`src/include/timer8_pkg.sv`:
```
// constants, field layouts and types of the 8-bit timer/counter
package timer8_pkg;
   localparam int DATA_W = 8;
   localparam int ADDR_W = 3;
   // register offsets
   localparam logic [2:0] OFS_CONTROL_A = 3'h0;
   localparam logic [2:0] OFS_CONTROL_B = 3'h1;
   localparam logic [2:0] OFS_COUNTER = 3'h2;
   localparam logic [2:0] OFS_COMPARE_A = 3'h3;
   localparam logic [2:0] OFS_COMPARE_B = 3'h4;
   localparam logic [2:0] OFS_FLAGS = 3'h5;
   localparam logic [2:0] OFS_MASK = 3'h6;
   localparam logic [2:0] OFS_POWER = 3'h7;
   // control A field positions
   localparam int CA_COMA_LSB = 6;
   localparam int CA_COMB_LSB = 4;
   localparam int CA_WGM_LSB = 0;
   // control B field positions
   localparam int CB_FORCE_A = 7;
   localparam int CB_FORCE_B = 6;
   localparam int CB_WGM2 = 3;
   localparam int CB_CS_LSB = 0;
   // flag and mask bit positions
   localparam int FLAG_OVF = 0;
   localparam int FLAG_CMPA = 1;
   localparam int FLAG_CMPB = 2;
   // values
   localparam logic [7:0] BOTTOM_VALUE = 8'h00;
   localparam logic [7:0] MAX_VALUE = 8'hff;
   localparam logic [7:0] RESET_VALUE = 8'h00;
   // waveform modes
   localparam logic [2:0] WGM_NORMAL = 3'h0;
   localparam logic [2:0] WGM_PHASE_MAX = 3'h1;
   localparam logic [2:0] WGM_CTC = 3'h2;
   localparam logic [2:0] WGM_FAST_MAX = 3'h3;
   localparam logic [2:0] WGM_PHASE_CMPA = 3'h5;
   localparam logic [2:0] WGM_FAST_CMPA = 3'h7;
   // clock source select codes
   localparam logic [2:0] CS_STOP = 3'h0;
   localparam logic [2:0] CS_DIV1 = 3'h1;
   localparam logic [2:0] CS_DIV8 = 3'h2;
   localparam logic [2:0] CS_DIV64 = 3'h3;
   localparam logic [2:0] CS_DIV256 = 3'h4;
   localparam logic [2:0] CS_DIV1024 = 3'h5;
   localparam logic [2:0] CS_EXT_FALL = 3'h6;
   localparam logic [2:0] CS_EXT_RISE = 3'h7;
   localparam int PRESCALE_W = 10;
   // compare output mode codes
   localparam logic [1:0] COM_OFF = 2'h0;
   localparam logic [1:0] COM_TOGGLE = 2'h1;
   localparam logic [1:0] COM_CLEAR = 2'h2;
   localparam logic [1:0] COM_SET = 2'h3;

   typedef struct packed {
      logic [1:0] comA;
      logic [1:0] comB;
      logic [2:0] wgm;
      logic [2:0] cs;
   } timer_cfg_t;

   typedef struct packed {
      logic cmpB;
      logic cmpA;
      logic ovf;
   } timer_evt_t;
endpackage

```
`src/rtl/timer8_counter_compare.sv`:
```
// 8-bit timer/counter with two compare units and waveform outputs
`timescale 1ns/1ps
`default_nettype none
module timer8_counter_compare
   import timer8_pkg::*;
(
   input wire logic ref_clk,
   input wire logic sys_rst,
   input wire logic [ADDR_W-1:0] regAddr,
   input wire logic [DATA_W-1:0] regWrData,
   input wire logic regWrStb,
   input wire logic regRdStb,
   output logic [DATA_W-1:0] regRdData,
   input wire logic externalCountPin,
   input wire logic [2:0] intAck,
   output logic [2:0] intReq,
   output logic compareAOutput,
   output logic compareAEnable,
   output logic compareBOutput,
   output logic compareBEnable
);
   timer_cfg_t cfg_r;
   logic powerReduction_r;
   logic [DATA_W-1:0] counterValue_r;
   logic [DATA_W-1:0] compareAValue_r;
   logic [DATA_W-1:0] compareBValue_r;
   logic [DATA_W-1:0] compareABuf_r;
   logic [DATA_W-1:0] compareBBuf_r;
   timer_evt_t flags_r;
   timer_evt_t mask_r;
   logic [PRESCALE_W-1:0] prescale_r;
   logic [2:0] pinSync_r;
   logic pinLevel_r;
   logic pinLevelOld_r;
   logic countDown_r;
   logic blockMatch_r;
   logic ocA_r;
   logic ocB_r;
   logic [2:0] intReq_r;
   logic [DATA_W-1:0] rdData_r;

   logic wrCtlA, wrCtlB, wrCnt, wrCmpA, wrCmpB, wrFlags, wrMask, wrPower;
   logic tick, running;
   logic isPwm, isFast, isPhase, topIsCmpA;
   logic [DATA_W-1:0] topValue;
   logic atTop, atBottom, matchA, matchB;
   logic [DATA_W-1:0] counter_nxt;
   logic countDown_nxt;
   logic ovfEvent;
   timer_evt_t flags_nxt;
   logic forceA, forceB;

   // register write decode
   assign wrCtlA = regWrStb && regAddr == OFS_CONTROL_A;
   assign wrCtlB = regWrStb && regAddr == OFS_CONTROL_B;
   assign wrCnt = regWrStb && regAddr == OFS_COUNTER;
   assign wrCmpA = regWrStb && regAddr == OFS_COMPARE_A;
   assign wrCmpB = regWrStb && regAddr == OFS_COMPARE_B;
   assign wrFlags = regWrStb && regAddr == OFS_FLAGS;
   assign wrMask = regWrStb && regAddr == OFS_MASK;
   assign wrPower = regWrStb && regAddr == OFS_POWER;
   assign forceA = wrCtlB && regWrData[CB_FORCE_A];
   assign forceB = wrCtlB && regWrData[CB_FORCE_B];

   // mode decode
   assign isFast = cfg_r.wgm == WGM_FAST_MAX || cfg_r.wgm == WGM_FAST_CMPA;
   assign isPhase = cfg_r.wgm == WGM_PHASE_MAX
      || cfg_r.wgm == WGM_PHASE_CMPA;
   assign isPwm = isFast || isPhase;
   assign topIsCmpA = cfg_r.wgm == WGM_CTC || cfg_r.wgm == WGM_PHASE_CMPA
      || cfg_r.wgm == WGM_FAST_CMPA;
   assign topValue = topIsCmpA ? compareAValue_r : MAX_VALUE;
   assign atTop = counterValue_r == topValue;
   assign atBottom = counterValue_r == BOTTOM_VALUE;
   // comparators run at all times
   assign matchA = counterValue_r == compareAValue_r;
   assign matchB = counterValue_r == compareBValue_r;

   // configuration registers
   always_ff @(posedge ref_clk) begin
      if (sys_rst) begin
         cfg_r <= '0;
         powerReduction_r <= 1'b0;
      end else begin
         if (wrCtlA) begin
            cfg_r.comA <= regWrData[CA_COMA_LSB +: 2];
            cfg_r.comB <= regWrData[CA_COMB_LSB +: 2];
            cfg_r.wgm[1:0] <= regWrData[CA_WGM_LSB +: 2];
         end
         if (wrCtlB) begin
            cfg_r.wgm[2] <= regWrData[CB_WGM2];
            cfg_r.cs <= regWrData[CB_CS_LSB +: 3];
         end
         if (wrPower) begin
            powerReduction_r <= regWrData[0];
         end
      end
   end

   // prescaler, free-running while any clock source other than stop is selected
   always_ff @(posedge ref_clk) begin
      if (sys_rst || cfg_r.cs == CS_STOP) begin
         prescale_r <= '0;
      end else begin
         prescale_r <= prescale_r + 1'b1;
      end
   end

   // external pin: three stages, a level counts once stages two and three
   // agree, which also rejects single-cycle glitches
   always_ff @(posedge ref_clk) begin
      if (sys_rst) begin
         pinSync_r <= 3'h0;
         pinLevel_r <= 1'b0;
         pinLevelOld_r <= 1'b0;
      end else begin
         pinSync_r <= {pinSync_r[1:0], externalCountPin};
         if (pinSync_r[1] == pinSync_r[2]) begin
            pinLevel_r <= pinSync_r[2];
         end
         pinLevelOld_r <= pinLevel_r;
      end
   end

   // tick selection
   assign running = cfg_r.cs != CS_STOP && !powerReduction_r;
   always_comb begin
      case (cfg_r.cs)
         CS_DIV1: tick = 1'b1;
         CS_DIV8: tick = &prescale_r[2:0];
         CS_DIV64: tick = &prescale_r[5:0];
         CS_DIV256: tick = &prescale_r[7:0];
         CS_DIV1024: tick = &prescale_r[9:0];
         CS_EXT_FALL: tick = pinLevelOld_r && !pinLevel_r;
         CS_EXT_RISE: tick = !pinLevelOld_r && pinLevel_r;
         default: tick = 1'b0;
      endcase
      if (powerReduction_r) begin
         tick = 1'b0;
      end
   end

   // counter sequence per mode
   always_comb begin
      counter_nxt = counterValue_r;
      countDown_nxt = countDown_r;
      ovfEvent = 1'b0;
      if (tick && running) begin
         if (isPhase) begin
            // direction turns at top and bottom; overflow at bottom
            if (!countDown_r && atTop) begin
               countDown_nxt = 1'b1;
               counter_nxt = counterValue_r - 1'b1;
            end else if (countDown_r && atBottom) begin
               countDown_nxt = 1'b0;
               counter_nxt = counterValue_r + 1'b1;
            end else if (countDown_r) begin
               counter_nxt = counterValue_r - 1'b1;
            end else begin
               counter_nxt = counterValue_r + 1'b1;
            end
            if (countDown_r && counterValue_r == BOTTOM_VALUE + 8'h01) begin
               ovfEvent = 1'b1;
            end
         end else if (topIsCmpA && atTop) begin
            counter_nxt = BOTTOM_VALUE;
            // clear-on-compare with top at max still passes ff to zero
            ovfEvent = isFast || counterValue_r == MAX_VALUE;
         end else begin
            counter_nxt = counterValue_r + 1'b1;
            countDown_nxt = 1'b0;
            ovfEvent = counterValue_r == MAX_VALUE;
         end
      end
      if (wrCnt) begin
         counter_nxt = regWrData;
      end
   end

   always_ff @(posedge ref_clk) begin
      if (sys_rst) begin
         counterValue_r <= RESET_VALUE;
         countDown_r <= 1'b0;
      end else begin
         counterValue_r <= counter_nxt;
         countDown_r <= countDown_nxt;
      end
   end

   // a counter write blocks matches for the next tick, even when stopped
   always_ff @(posedge ref_clk) begin
      if (sys_rst) begin
         blockMatch_r <= 1'b0;
      end else if (wrCnt) begin
         blockMatch_r <= 1'b1;
      end else if (tick && running) begin
         blockMatch_r <= 1'b0;
      end
   end

   // compare registers with optional double buffer
   always_ff @(posedge ref_clk) begin
      if (sys_rst) begin
         compareAValue_r <= RESET_VALUE;
         compareBValue_r <= RESET_VALUE;
         compareABuf_r <= RESET_VALUE;
         compareBBuf_r <= RESET_VALUE;
      end else begin
         if (wrCmpA) begin
            compareABuf_r <= regWrData;
         end
         if (wrCmpB) begin
            compareBBuf_r <= regWrData;
         end
         if (!isPwm) begin
            // buffer bypassed, writes land at once
            if (wrCmpA) begin
               compareAValue_r <= regWrData;
            end
            if (wrCmpB) begin
               compareBValue_r <= regWrData;
            end
         end else if (tick && running && atTop) begin
            // fast pwm wraps to bottom here, phase pwm turns at top
            compareAValue_r <= compareABuf_r;
            compareBValue_r <= compareBBuf_r;
         end
      end
   end

   // flags: hardware set wins over a clear in the same cycle
   always_comb begin
      flags_nxt = flags_r;
      if (wrFlags) begin
         flags_nxt = flags_nxt & ~timer_evt_t'(regWrData[2:0]);
      end
      flags_nxt = flags_nxt & ~timer_evt_t'(intAck);
      if (ovfEvent) begin
         flags_nxt.ovf = 1'b1;
      end
      if (tick && running && !blockMatch_r && !wrCnt) begin
         // flag lands on the tick after the equality was seen
         if (matchA) begin
            flags_nxt.cmpA = 1'b1;
         end
         if (matchB) begin
            flags_nxt.cmpB = 1'b1;
         end
      end
   end

   always_ff @(posedge ref_clk) begin
      if (sys_rst) begin
         flags_r <= '0;
         mask_r <= '0;
      end else begin
         flags_r <= flags_nxt;
         if (wrMask) begin
            mask_r <= timer_evt_t'(regWrData[2:0]);
         end
      end
   end

   // one request line per source, one cycle behind the flags
   always_ff @(posedge ref_clk) begin
      if (sys_rst) begin
         intReq_r <= 3'h0;
      end else begin
         intReq_r <= flags_r & mask_r;
      end
   end

   // waveform generator: com bits act immediately, not double buffered
   function automatic logic waveNext(
      input logic oc,
      input logic [1:0] com,
      input logic match,
      input logic forced,
      input logic isA
   );
      logic res;
      res = oc;
      if (!isPwm) begin
         if (match || forced) begin
            case (com)
               COM_TOGGLE: res = !oc;
               COM_CLEAR: res = 1'b0;
               COM_SET: res = 1'b1;
               default: res = oc;
            endcase
         end
      end else if (isFast) begin
         if (com == COM_TOGGLE && isA && cfg_r.wgm[2] && match) begin
            res = !oc;
         end else if (com[1] && match) begin
            res = com[0];
         end else if (com[1] && atTop) begin
            res = !com[0];
         end
      end else begin
         if (com == COM_TOGGLE && isA && cfg_r.wgm[2] && match) begin
            res = !oc;
         end else if (com[1] && match) begin
            res = com[0] ^ countDown_r;
         end
      end
      return res;
   endfunction

   logic tickMatchA, tickMatchB;
   // output action is blocked exactly like the flags around a counter write
   assign tickMatchA = tick && running && matchA && !blockMatch_r
      && !wrCnt;
   assign tickMatchB = tick && running && matchB && !blockMatch_r
      && !wrCnt;

   always_ff @(posedge ref_clk) begin
      if (sys_rst) begin
         ocA_r <= 1'b0;
         ocB_r <= 1'b0;
      end else begin
         if ((tick && running) || forceA) begin
            ocA_r <= waveNext(ocA_r, cfg_r.comA, tickMatchA,
               forceA && !isPwm, 1'b1);
         end
         if ((tick && running) || forceB) begin
            ocB_r <= waveNext(ocB_r, cfg_r.comB, tickMatchB,
               forceB && !isPwm, 1'b0);
         end
      end
   end

   // read path: data stand in the cycle after the strobe
   always_ff @(posedge ref_clk) begin
      if (sys_rst) begin
         rdData_r <= '0;
      end else if (regRdStb) begin
         case (regAddr)
            OFS_CONTROL_A: rdData_r <= {cfg_r.comA, cfg_r.comB, 2'h0,
               cfg_r.wgm[1:0]};
            OFS_CONTROL_B: rdData_r <= {4'h0, cfg_r.wgm[2], cfg_r.cs};
            OFS_COUNTER: rdData_r <= counterValue_r;
            OFS_COMPARE_A: rdData_r <= isPwm ? compareABuf_r
               : compareAValue_r;
            OFS_COMPARE_B: rdData_r <= isPwm ? compareBBuf_r
               : compareBValue_r;
            OFS_FLAGS: rdData_r <= {5'h00, flags_r};
            OFS_MASK: rdData_r <= {5'h00, mask_r};
            OFS_POWER: rdData_r <= {7'h00, powerReduction_r};
            default: rdData_r <= '0;
         endcase
      end else begin
         rdData_r <= '0;
      end
   end

   // pin override stage, kept registered so outputs are clean
   logic outA_r, outB_r, enA_r, enB_r;
   always_ff @(posedge ref_clk) begin
      if (sys_rst) begin
         outA_r <= 1'b0;
         outB_r <= 1'b0;
         enA_r <= 1'b0;
         enB_r <= 1'b0;
      end else begin
         outA_r <= ocA_r;
         outB_r <= ocB_r;
         enA_r <= cfg_r.comA != COM_OFF;
         enB_r <= cfg_r.comB != COM_OFF;
      end
   end

   assign regRdData = rdData_r;
   assign intReq = intReq_r;
   assign compareAOutput = outA_r;
   assign compareBOutput = outB_r;
   assign compareAEnable = enA_r;
   assign compareBEnable = enB_r;
endmodule
`default_nettype wire

```
`config.mk`:
```
export PLATFORM = sky130hd
export DESIGN_NAME = timer8_counter_compare
export DESIGN_NICKNAME = d
export VERILOG_FILES = /design/src/include/timer8_pkg.sv /design/src/rtl/timer8_counter_compare.sv
export SDC_FILE = /design/constraint.sdc
export NUM_CORES = 1
export LEC_CHECK = 0
export ABC_AREA = 1
export BUFFER_PORTS_ARGS = -buffer_cell sky130_fd_sc_hd__buf_4
export CORE_AREA = 2 2 103 125
export DETAILED_ROUTE_END_ITERATION = 12
export DIE_AREA = 0 0 105 127
export PLACE_DENSITY_LB_ADDON = 0.3
export SLEW_MARGIN = 20
export SYNTH_ARGS = -nofsm -noshare
export SYNTH_HDL_FRONTEND = slang
export SYNTH_SLANG_ARGS = --single-unit
```
`constraint.sdc`:
```
create_clock -name ref_clk -period 2.3 [get_ports ref_clk]
set_input_delay 0.23 -clock ref_clk [delete_from_list [all_inputs] [get_ports ref_clk]]
set_output_delay 0.23 -clock ref_clk [all_outputs]
set_load 0.03 [all_outputs]
```
**Word-level counts from Yosys, hierarchy flattened**

Cells that the tools add are included.

- $add $sub $neg: 3
- Eq/ne operators: 38
- Multiplexer cells: 50
- Bitwise gates (word level): 8
- Reduce and logical (&&, ||, !) cells: 80

Operators by type and width:

| operator | count |
|---|---|
| $mux W8 | 16 |
| $pmux W8 S8 | 1 |
| $logic_and A1 B1 Y1 | 35 |
| $eq A3 B3 Y1 const B | 10 |
| $mux W1 | 28 |
| $eq A8 B8 Y1 | 3 |
| $eq A3 B2 Y1 const B | 6 |
| $reduce_bool A2 Y1 | 7 |
| $logic_not A1 Y1 | 11 |
| $logic_or A1 B1 Y1 | 11 |
| $add A10 B1 Y10 const B | 1 |
| $reduce_and A10 Y1 | 1 |
| $reduce_and A5 Y1 | 2 |
| $and A3 B3 Y3 | 3 |
| $eq A3 B1 Y1 const B | 3 |
| $ne A3 B1 Y1 const B | 3 |
| $add A8 B1 Y8 const B | 1 |
| $eq A2 B2 Y1 const B | 4 |
| $eq A8 B1 Y1 const B | 1 |
| $eq A8 B8 Y1 const B | 1 |
| $logic_not A8 Y1 | 1 |
| $ne A4 B1 Y1 const B | 2 |
| $reduce_and A8 Y1 | 1 |
| $reduce_bool A4 Y1 | 2 |
| 18 further kinds | 25 |

- Flip-flop bits (word level): 91
- Word-level logic and storage cells: 210

**Logic depth before layout (Yosys ltp)**

Gate-level depths: netlist of the first run.

- Word-level depth: 13
- Depth in mapped cells: 15
- Mapped depth without buffers: 14

**Worst setup path before layout of the first run**

Ideal clock, no wire load.

- Kind: flip-flop to flip-flop
- Start: register prescale_r[0]
- End: register compareAValue_r[5]
- Data arrival time: 1.674 ns
- Data required time: 2.183 ns
- Path slack: 0.509 ns
- Cell stages (with the launch flop): 14
- Period minus slack after synthesis: 1.791 ns
- Path through: dfxtp_1 > ha_1 > nand3_1 > nor2_1 > nand2_1 > nand3_1 > nand3_1 > nor2_4 > inv_2 > o21ai_2 > inv_2 > buf_6 > o21ai_1 > a21oi_1

- Longest elaborated chain between the ends: 7

RTL lines:

| element | RTL line | source |
|---|---|---|
| start, declared | timer8_counter_compare.sv:31 | `logic [PRESCALE_W-1:0] prescale_r;` |
| start signal, assigned | timer8_counter_compare.sv:105 | `prescale_r <= prescale_r + 1'b1;` |
| $reduce_and A10 Y1, or another cell as far along | timer8_counter_compare.sv:133 | `CS_DIV1024: tick = &prescale_r[9:0];` |
| $pmux W1 S7 (*) | timer8_counter_compare.sv:128 | `case (cfg_r.cs)` |
| $mux W1 (*) | timer8_counter_compare.sv:138 | `if (powerReduction_r) begin` |
| $logic_and A1 B1 Y1 (*) (2 in series) | timer8_counter_compare.sv:223 | `end else if (tick && running && atTop) begin` |
| $ne A2 B1 Y1 (no line) (*) | -- |  |
| $reduce_and A2 Y1 (no line) (*) | -- |  |
| end signal, assigned | timer8_counter_compare.sv:218 | `compareAValue_r <= regWrData;` |
| end signal, assigned | timer8_counter_compare.sv:225 | `compareAValue_r <= compareABuf_r;` |
| end, declared | timer8_counter_compare.sv:25 | `logic [DATA_W-1:0] compareAValue_r;` |

Every way passes the cells marked *; elsewhere a longest branch is shown, timed or not.
A chain may end at the register's enable or synchronous reset.

**Final worst setup path of the first run**

- Start: register prescale_r[0]
- End: register ocA_r

- Longest elaborated chain between the ends: 12

RTL lines:

| element | RTL line | source |
|---|---|---|
| $reduce_and A10 Y1, or another cell as far along | timer8_counter_compare.sv:133 |  |
| $pmux W1 S7 (*) | timer8_counter_compare.sv:128 |  |
| $mux W1 (*) | timer8_counter_compare.sv:138 |  |
| $logic_and A1 B1 Y1 (*) | timer8_counter_compare.sv:312, timer8_counter_compare.sv:322 |  |
| $logic_and A1 B1 Y1 (2 in series) | timer8_counter_compare.sv:312 | `assign tickMatchA = tick && running && matchA && !blockMatch_r` |
| $logic_and A1 B1 Y1 | timer8_counter_compare.sv:313 | `&& !wrCnt;` |
| $logic_and A1 B1 Y1 | timer8_counter_compare.sv:295, timer8_counter_compare.sv:303 |  |
| $mux W1 | timer8_counter_compare.sv:295 | `end else if (com[1] && match) begin` |
| $mux W1 | timer8_counter_compare.sv:293 | `if (com == COM_TOGGLE && isA && cfg_r.wgm[2] && match) begin` |
| $mux W1 | timer8_counter_compare.sv:292 | `end else if (isFast) begin` |
| $mux W1 | timer8_counter_compare.sv:283 | `if (!isPwm) begin` |
| end signal, assigned | timer8_counter_compare.sv:323 | `ocA_r <= waveNext(ocA_r, cfg_r.comA, tickMatchA,` |
| end, declared | timer8_counter_compare.sv:37 | `logic ocA_r;` |

Marked as above.

==> results.yml, run 1 <==
status:
  status: "finished, final reports clean"
critical_path:
  start_kind: "flip-flop"
  cp_slowest_stage_delay_ns: 0.36
  cp-end-kind: "flip-flop"
  critPathTopFamily: "simple AND/OR/NAND/NOR gates"
  path_class: "flip-flop to flip-flop"
  regToRegSetupSlack_ns: 0.15
  cp_cell_sequence: "ha_2, ha_1, nand2_1, a21oi_1, nand2_1, nand3_1, buf_4, nand3_2, nor2_4, nand2_1, nand3_1, nand3_1, nor2_1, a21oi_1"
  cp.buffers_inverters: 1
  worstPathRequired_ns: 2.54
  crit_slowest_cell: "dfxtp_1"
  arrival_ns: 2.39
  critical_path.max_fanout: 6
clock_tree:
  root_buffer: "clkbuf_16"
  cts_hold_buf: 0
  cts_tree: "yes"
  cts_sinks: 91
  clkSlewWorstSetupHoldPaths_ns: 0.07
  htreeDepth: 3
  clock_latency_ns: 0.35
  ctsLongestPathBuffers: 2
  cts_buffers: 9
placed_design:
  pre_cts_ws_ns: 0.0618
  dpl.cell_count: 922
  gp_congestion: 0.945
  io_buffers: 33
  dp_hpwl_um: 12100
drt:
  drt-initial-drc-count: 402
  vias: 5096
  ant_nets: 0
  drc_errors: 0
  via_per_inst: 5.43
  dr.pass1.iters: 5
  totalWireLength_um: 15900
  wire_per_inst_um: 16.9
grt:
  grt_pass1_vias: 4923
  antenna_found_initial: 0
  gr-total-overflow: 0
  grt_pass1_wl_um: 25400
  grt_use_total_pct: 24.2
  grt_max_degree: 54
floorplanning:
  ios: 34
  rows: 44
  die_y_um: 127
  design.core.area_um2: 12000
  die-width_um: 105
  die_area_um2: 13300
  start_util_pct: 41.6
pwr:
  p_sw_uw: 999
  p_clk_share_pct: 44.5
  p_int_mw: 2.72
  p_leak_nw: 2.43
  p_total_mw: 3.72
  switching_share_pct: 26.9
  power_density_nw_per_um2: 640
  p_seq_share_pct: 44.3
  ir_drop_mv: 0.455
  p_comb_share_pct: 11.2
yosys:
  synth_fp_nets: 766
  ys_ff_latch: 91
  avgSynthCellArea_um2: 6.78
  ys_types: 44
  ys_async_sr_fraction_pct: 0
  syn_area_um2: 4990
  synth-main-ff-cell: "dfxtp_1"
  yosys_warnings: 0
  seq_area_frac_synth_pct: 36.5
  synth-edff-count: 0
  syn_inst: 737
timing:
  fin_crit_ns: 2.15
  relSlewSlack_pct: 65.6
  setup_viol: 0
  finalMaxSlewViolations: 0
  period_share_pct: 93.5
  clock-skew-final_ns: 0.0100
  hold_viol: 0
  max_freq_mhz: 465
  worst_pin_slew_ns: 0.515
  timing.final.ws_setup_ns: 0.149
layout:
  fillers: 1249
  multi_input_area_um2: 2700
  final_common_cell: "nand2_1"
  regArea_um2: 1820
  drive_above_1_share_pct: 14.5
  finalNetCount: 802
  mostFrequentLayoutCells: "nand2_1, dfxtp_1, inv_1"
  antenna_cells: 0
  final_cells: 939
  syn2layout_area_growth_pct: 16.4
flow_run:
  cap_violations: 0
min_path:
  hold_class: "input port to flip-flop"
==> cell usage after synthesis (4+ instances only) <==
master | n | area share, %
inv_1 | 83 | 6.2
o21ai_1 | 9 | 0.90
nand2_1 | 161 | 12
ha_1 | 10 | 2.5
o221ai_1 | 4 | 0.70
o22ai_1 | 4 | 0.50
clkbuf_1 | 16 | 1.2
nor2_1 | 72 | 5.4
nor2_2 | 4 | 0.50
nand3_1 | 38 | 3.8
dfxtp_1 | 91 | 36
a221oi_1 | 5 | 0.88
nand2_2 | 8 | 1.0
buf_6 | 5 | 1.1
o21ai_0 | 75 | 7.5
nor3_1 | 7 | 0.70
nand3_2 | 4 | 0.80
xor2_1 | 16 | 2.8
a21oi_1 | 74 | 7.4
nand4_1 | 7 | 0.88
inv_2 | 7 | 0.53
==> worst reg2reg max path, cell delays in order, from the launching register on <==
cell and delay, ns:
dfxtp_1 0.36, ha_2 0.19, ha_1 0.13, nand2_1 0.05
a21oi_1 0.13, nand2_1 0.06, nand3_1 0.12, buf_4 0.14
nand3_2 0.12, nor2_4 0.22, nand2_1 0.10, nand3_1 0.12
nand3_1 0.10, nor2_1 0.12, a21oi_1 0.08
==> timing repair <==
item	4_1_cts	5_1_grt
gates resized for setup	0	8
buffers inserted	0	1
setup endpoints to repair	0	8
hold endpoints to repair	0	0
==> path summary, 6_finish.rpt <==
| check | end | cells past startpoint | start |
|---|---|---|---|
| max | ocA_r | 14 | prescale_r[0] |
| min | pinSync_r[0] | 3 | externalCountPin |
| max reg2reg | ocA_r | 14 | prescale_r[0] |
| min reg2reg | pinSync_r[1] | 2 | pinSync_r[0] |
==> sequential cells by signal (all words and copies together) (netlist names) <==
name	cells
countDown_r	1
compareBBuf_r	8
pinLevel_r	1
compareAValue_r	8
blockMatch_r	1
compareAOutput	1
compareBEnable	1
ocA_r	1
pinSync_r	3
ocB_r	1
powerReduction_r	1
pinLevelOld_r	1
regRdData	8
intReq	3
compareBOutput	1
compareAEnable	1
flags_r	3
compareBValue_r	8
cfg_r	10
prescale_r	10
compareABuf_r	8
mask_r	3
counterValue_r	8
==> per-stage QoR <==
step	setup TNS, ns	instance area [µm²]	util [%]	hold slack, ns
6_report	0	5810	48.4	0.0943
5_1_grt	-0.0229	5810	48.4	0.109
4_1_cts	0	5780	48.1	0.0993
3_3_place_gp	0	5440	45.3	0.395
3_5_place_dp	0	5440	45.3	0.401
2_1_floorplan	0	4990	-	0.313
==> power by group through the flow <==
stage | Clock, mW | Combinational, mW | Sequential (mW)
3_3_place_gp | 0 | 0.398 | 1.68
2_1_floorplan | 0 | 0.266 | 1.68
6_report | 1.65 | 0.417 | 1.65
5_1_grt | 1.74 | 0.457 | 1.65
3_5_place_dp | 0 | 0.403 | 1.68
4_1_cts | 1.67 | 0.405 | 1.65
==> per-layer routing <==
metal / vias up / track usage [%] / routed length [µm]
met2: 192 / 42.7 / 7950
met1: 2378 / 29.1 / 6370
met3: 40 / 3.32 / 881
met5: - / 0 / 0
li1: 2486 / - / -
met4: 0 / 11.3 / 660
==> cells by family (layout without fill, tap and decap cells) <==
family                     count (synthesis)  count (layout)  synth area share [%]
and+or+nand+nor                          312             312                  27.3
xor gates and xnor gates                  17              17                  2.98
buffers and inverters                    119             160                  9.99
AOI/OAI and AO/OA                        188             188                  20.8
DFF                                       91              91                  36.5
adders and majority gates                 10              10                  2.51
==> cell type report <==
| class | instances | share of cell area (%) |
|---|---|---|
| sequential | 91 | 31.4 |
| timing repair buffer | 52 | 6.93 |
| inverter | 92 | 6.01 |
| tap | 161 | 3.47 |
| multi-input combinational | 527 | 46.5 |
| clock inverter | 7 | 1.89 |
| clock buffer | 9 | 3.87 |
(Power assumes the default switching activity.)
==> inputs of run 2 (changes only) <==
Clock period 2.3 ns to 2.4 ns, I/O delays scaled along.
==> run 2 against run 1 <==
Against the previous run: combinational power fell by 5.5%; clock skew fell by 0.00079 ns; cell count did not move; core utilization fell by 0.36 points; flip-flop and latch count did not move; sequential share of layout area rose by 0.22 points; first-iteration DRC count fell by 15%; fmax fell by 0.12%; die area did not move; register-to-register slack improved by 0.097 ns; critical path depth rose by 1; hold slack improved by 0.015 ns; largest cell class unchanged.
==> results.yml, run 2 (synthesis gave the netlist of run 1 again) <==
layout:
  finalNetCount: 802
  final_cells: 939
  mostFrequentLayoutCells: "nand2_1, dfxtp_1, inv_1"
  multi_input_area_um2: 2700
  final_common_cell: "nand2_1"
  regArea_um2: 1820
  syn2layout_area_growth_pct: 15.5
  drive_above_1_share_pct: 14.1
  reg_top3: "cfg_r x10, prescale_r x10"
  fillers: 1225
  fin_area_um2: 5770
  antenna_cells: 0
floorplanning:
  die_y_um: 127
  design.core.area_um2: 12000
  ios: 34
  rows: 44
  start_util_pct: 41.6
  die-width_um: 105
  die_area_um2: 13300
critical_path:
  crit_path_frequent_cell: "nand2_1"
  arrival_ns: 2.43
  worstPathRequired_ns: 2.68
  cp_cell_sequence: "ha_1, ha_1, nand2_1, a21oi_1, nand2_1, nand3_1, buf_4, nand3_1, nor2_4, nand2_1, nand3_1, nand2_1, nand2_1, nand2_1, a21oi_1"
  critical_path.max_fanout: 6
  cp.buffers_inverters: 1
  cp_slowest_stage_delay_ns: 0.36
  path_class: "flip-flop to flip-flop"
  crit_slowest_cell: "dfxtp_1"
  cp-end-kind: "flip-flop"
  start_kind: "flip-flop"
  critPathTopFamily: "simple AND/OR/NAND/NOR gates"
timing:
  timing.final.ws_setup_ns: 0.246
  relSlewSlack_pct: 61.4
  fin_tns_setup_ns: 0
  max_freq_mhz: 464
  worst_pin_slew_ns: 0.565
  rsz0062_at_grt: "no"
  clock-skew-final_ns: 0.00925
  hold_viol: 0
  finalMaxSlewViolations: 0
  setup_viol: 0
  period_share_pct: 89.7
  fin_crit_ns: 2.15
pwr:
  power_density_nw_per_um2: 589
  ir_drop_mv: 0.425
  p_leak_nw: 2.41
  p_total_mw: 3.40
clock_tree:
  htreeDepth: 3
  root_buffer: "clkbuf_16"
  ctsLongestPathBuffers: 2
  clock_latency_ns: 0.34
  cts_buffers: 9
  clkSlewWorstSetupHoldPaths_ns: 0.07
  cts_tree: "yes"
  cts_sinks: 91
  cts_hold_buf: 0
drt:
  wire_per_inst_um: 16.9
  drc_errors: 0
  dr.pass1.iters: 6
  drt-initial-drc-count: 341
  via_per_inst: 5.38
  vias: 5055
  ant_nets: 0
  totalWireLength_um: 15900
placed_design:
  dpl.cell_count: 921
  place_area_um2: 5430
  pre_cts_ws_ns: 0.0821
  dp_hpwl_um: 12100
  io_buffers: 33
  gp_congestion: 0.985
grt:
  grt_pass1_wl_um: 26100
  grt_max_degree: 54
  antenna_found_initial: 0
  grt_pass1_vias: 5095
  grt_use_total_pct: 24.7
  gr-total-overflow: 0
status:
  status: "finished, final reports clean"
min_path:
  hold_class: "input port to flip-flop"
flow_run:
  cap_violations: 0
[run 2: cell types whose count changed in the layout (fill, tap and decap cells not counted), sizes merged]
cell      delta
clkinv       -2
inv          -1
clkbuf       +3
clkinvlp     +2
bufinv       -2
[run 2: what timing repair did]
action / 4_1_cts / 5_1_grt
gates resized for setup: 0 / 5
endpoints found under the setup margin: 0 / 3
buffers inserted: 0 / 2
[run 2: area by class of cell]
type	count	area share, %
multi-input combinational	527	46.7
clock inverter	4	0.542
sequential	91	31.6
tap	161	3.49
inverter	92	6.05
timing repair buffer	52	6.98
clock buffer	12	4.62
[run 2: worst min-delay path: stages]
cell	delay, ns
buf_4	0.08
inv_1	0.03
nor2_1	0.07
[run 2: metal layers]
layer / vias up / wire length, µm / GRT usage, %
met1: 2356 / 6860 / 31.2
met2: 169 / 7570 / 41.6
met3: 45 / 751 / 3.06
met5: - / 0 / 0
li1: 2485 / - / -
met4: 0 / 684 / 12.6
[run 2: report_power, final]
group | switching, mW | internal [mW] | total (mW) | leakage [nW]
registers | 0.0344 | 1.55 | 1.58 | 0.737
clock network | 0.633 | 0.792 | 1.43 | 0.137
logic | 0.266 | 0.128 | 0.394 | 1.54
total | 0.933 | 2.47 | 3.40 | 2.41
[run 2: worst paths after layout]
path | start | end | slack, ns | depth (start not counted)
setup / recovery | prescale_r[0] | ocA_r | 0.25 | 15
hold / removal | externalCountPin | pinSync_r[0] | 0.11 | 3
hold reg to reg | pinSync_r[0] | pinSync_r[1] | 0.41 | 2
setup reg to reg | prescale_r[0] | ocA_r | 0.25 | 15
[run 2: per-stage QoR]
stage	utilization, %	hold slack [ns]
final	48.1	0.109
after global routing	48.1	0.123
after CTS	47.8	0.109
after detailed placement	45.3	0.402
after global placement	45.3	0.396
after floorplan	-	0.323
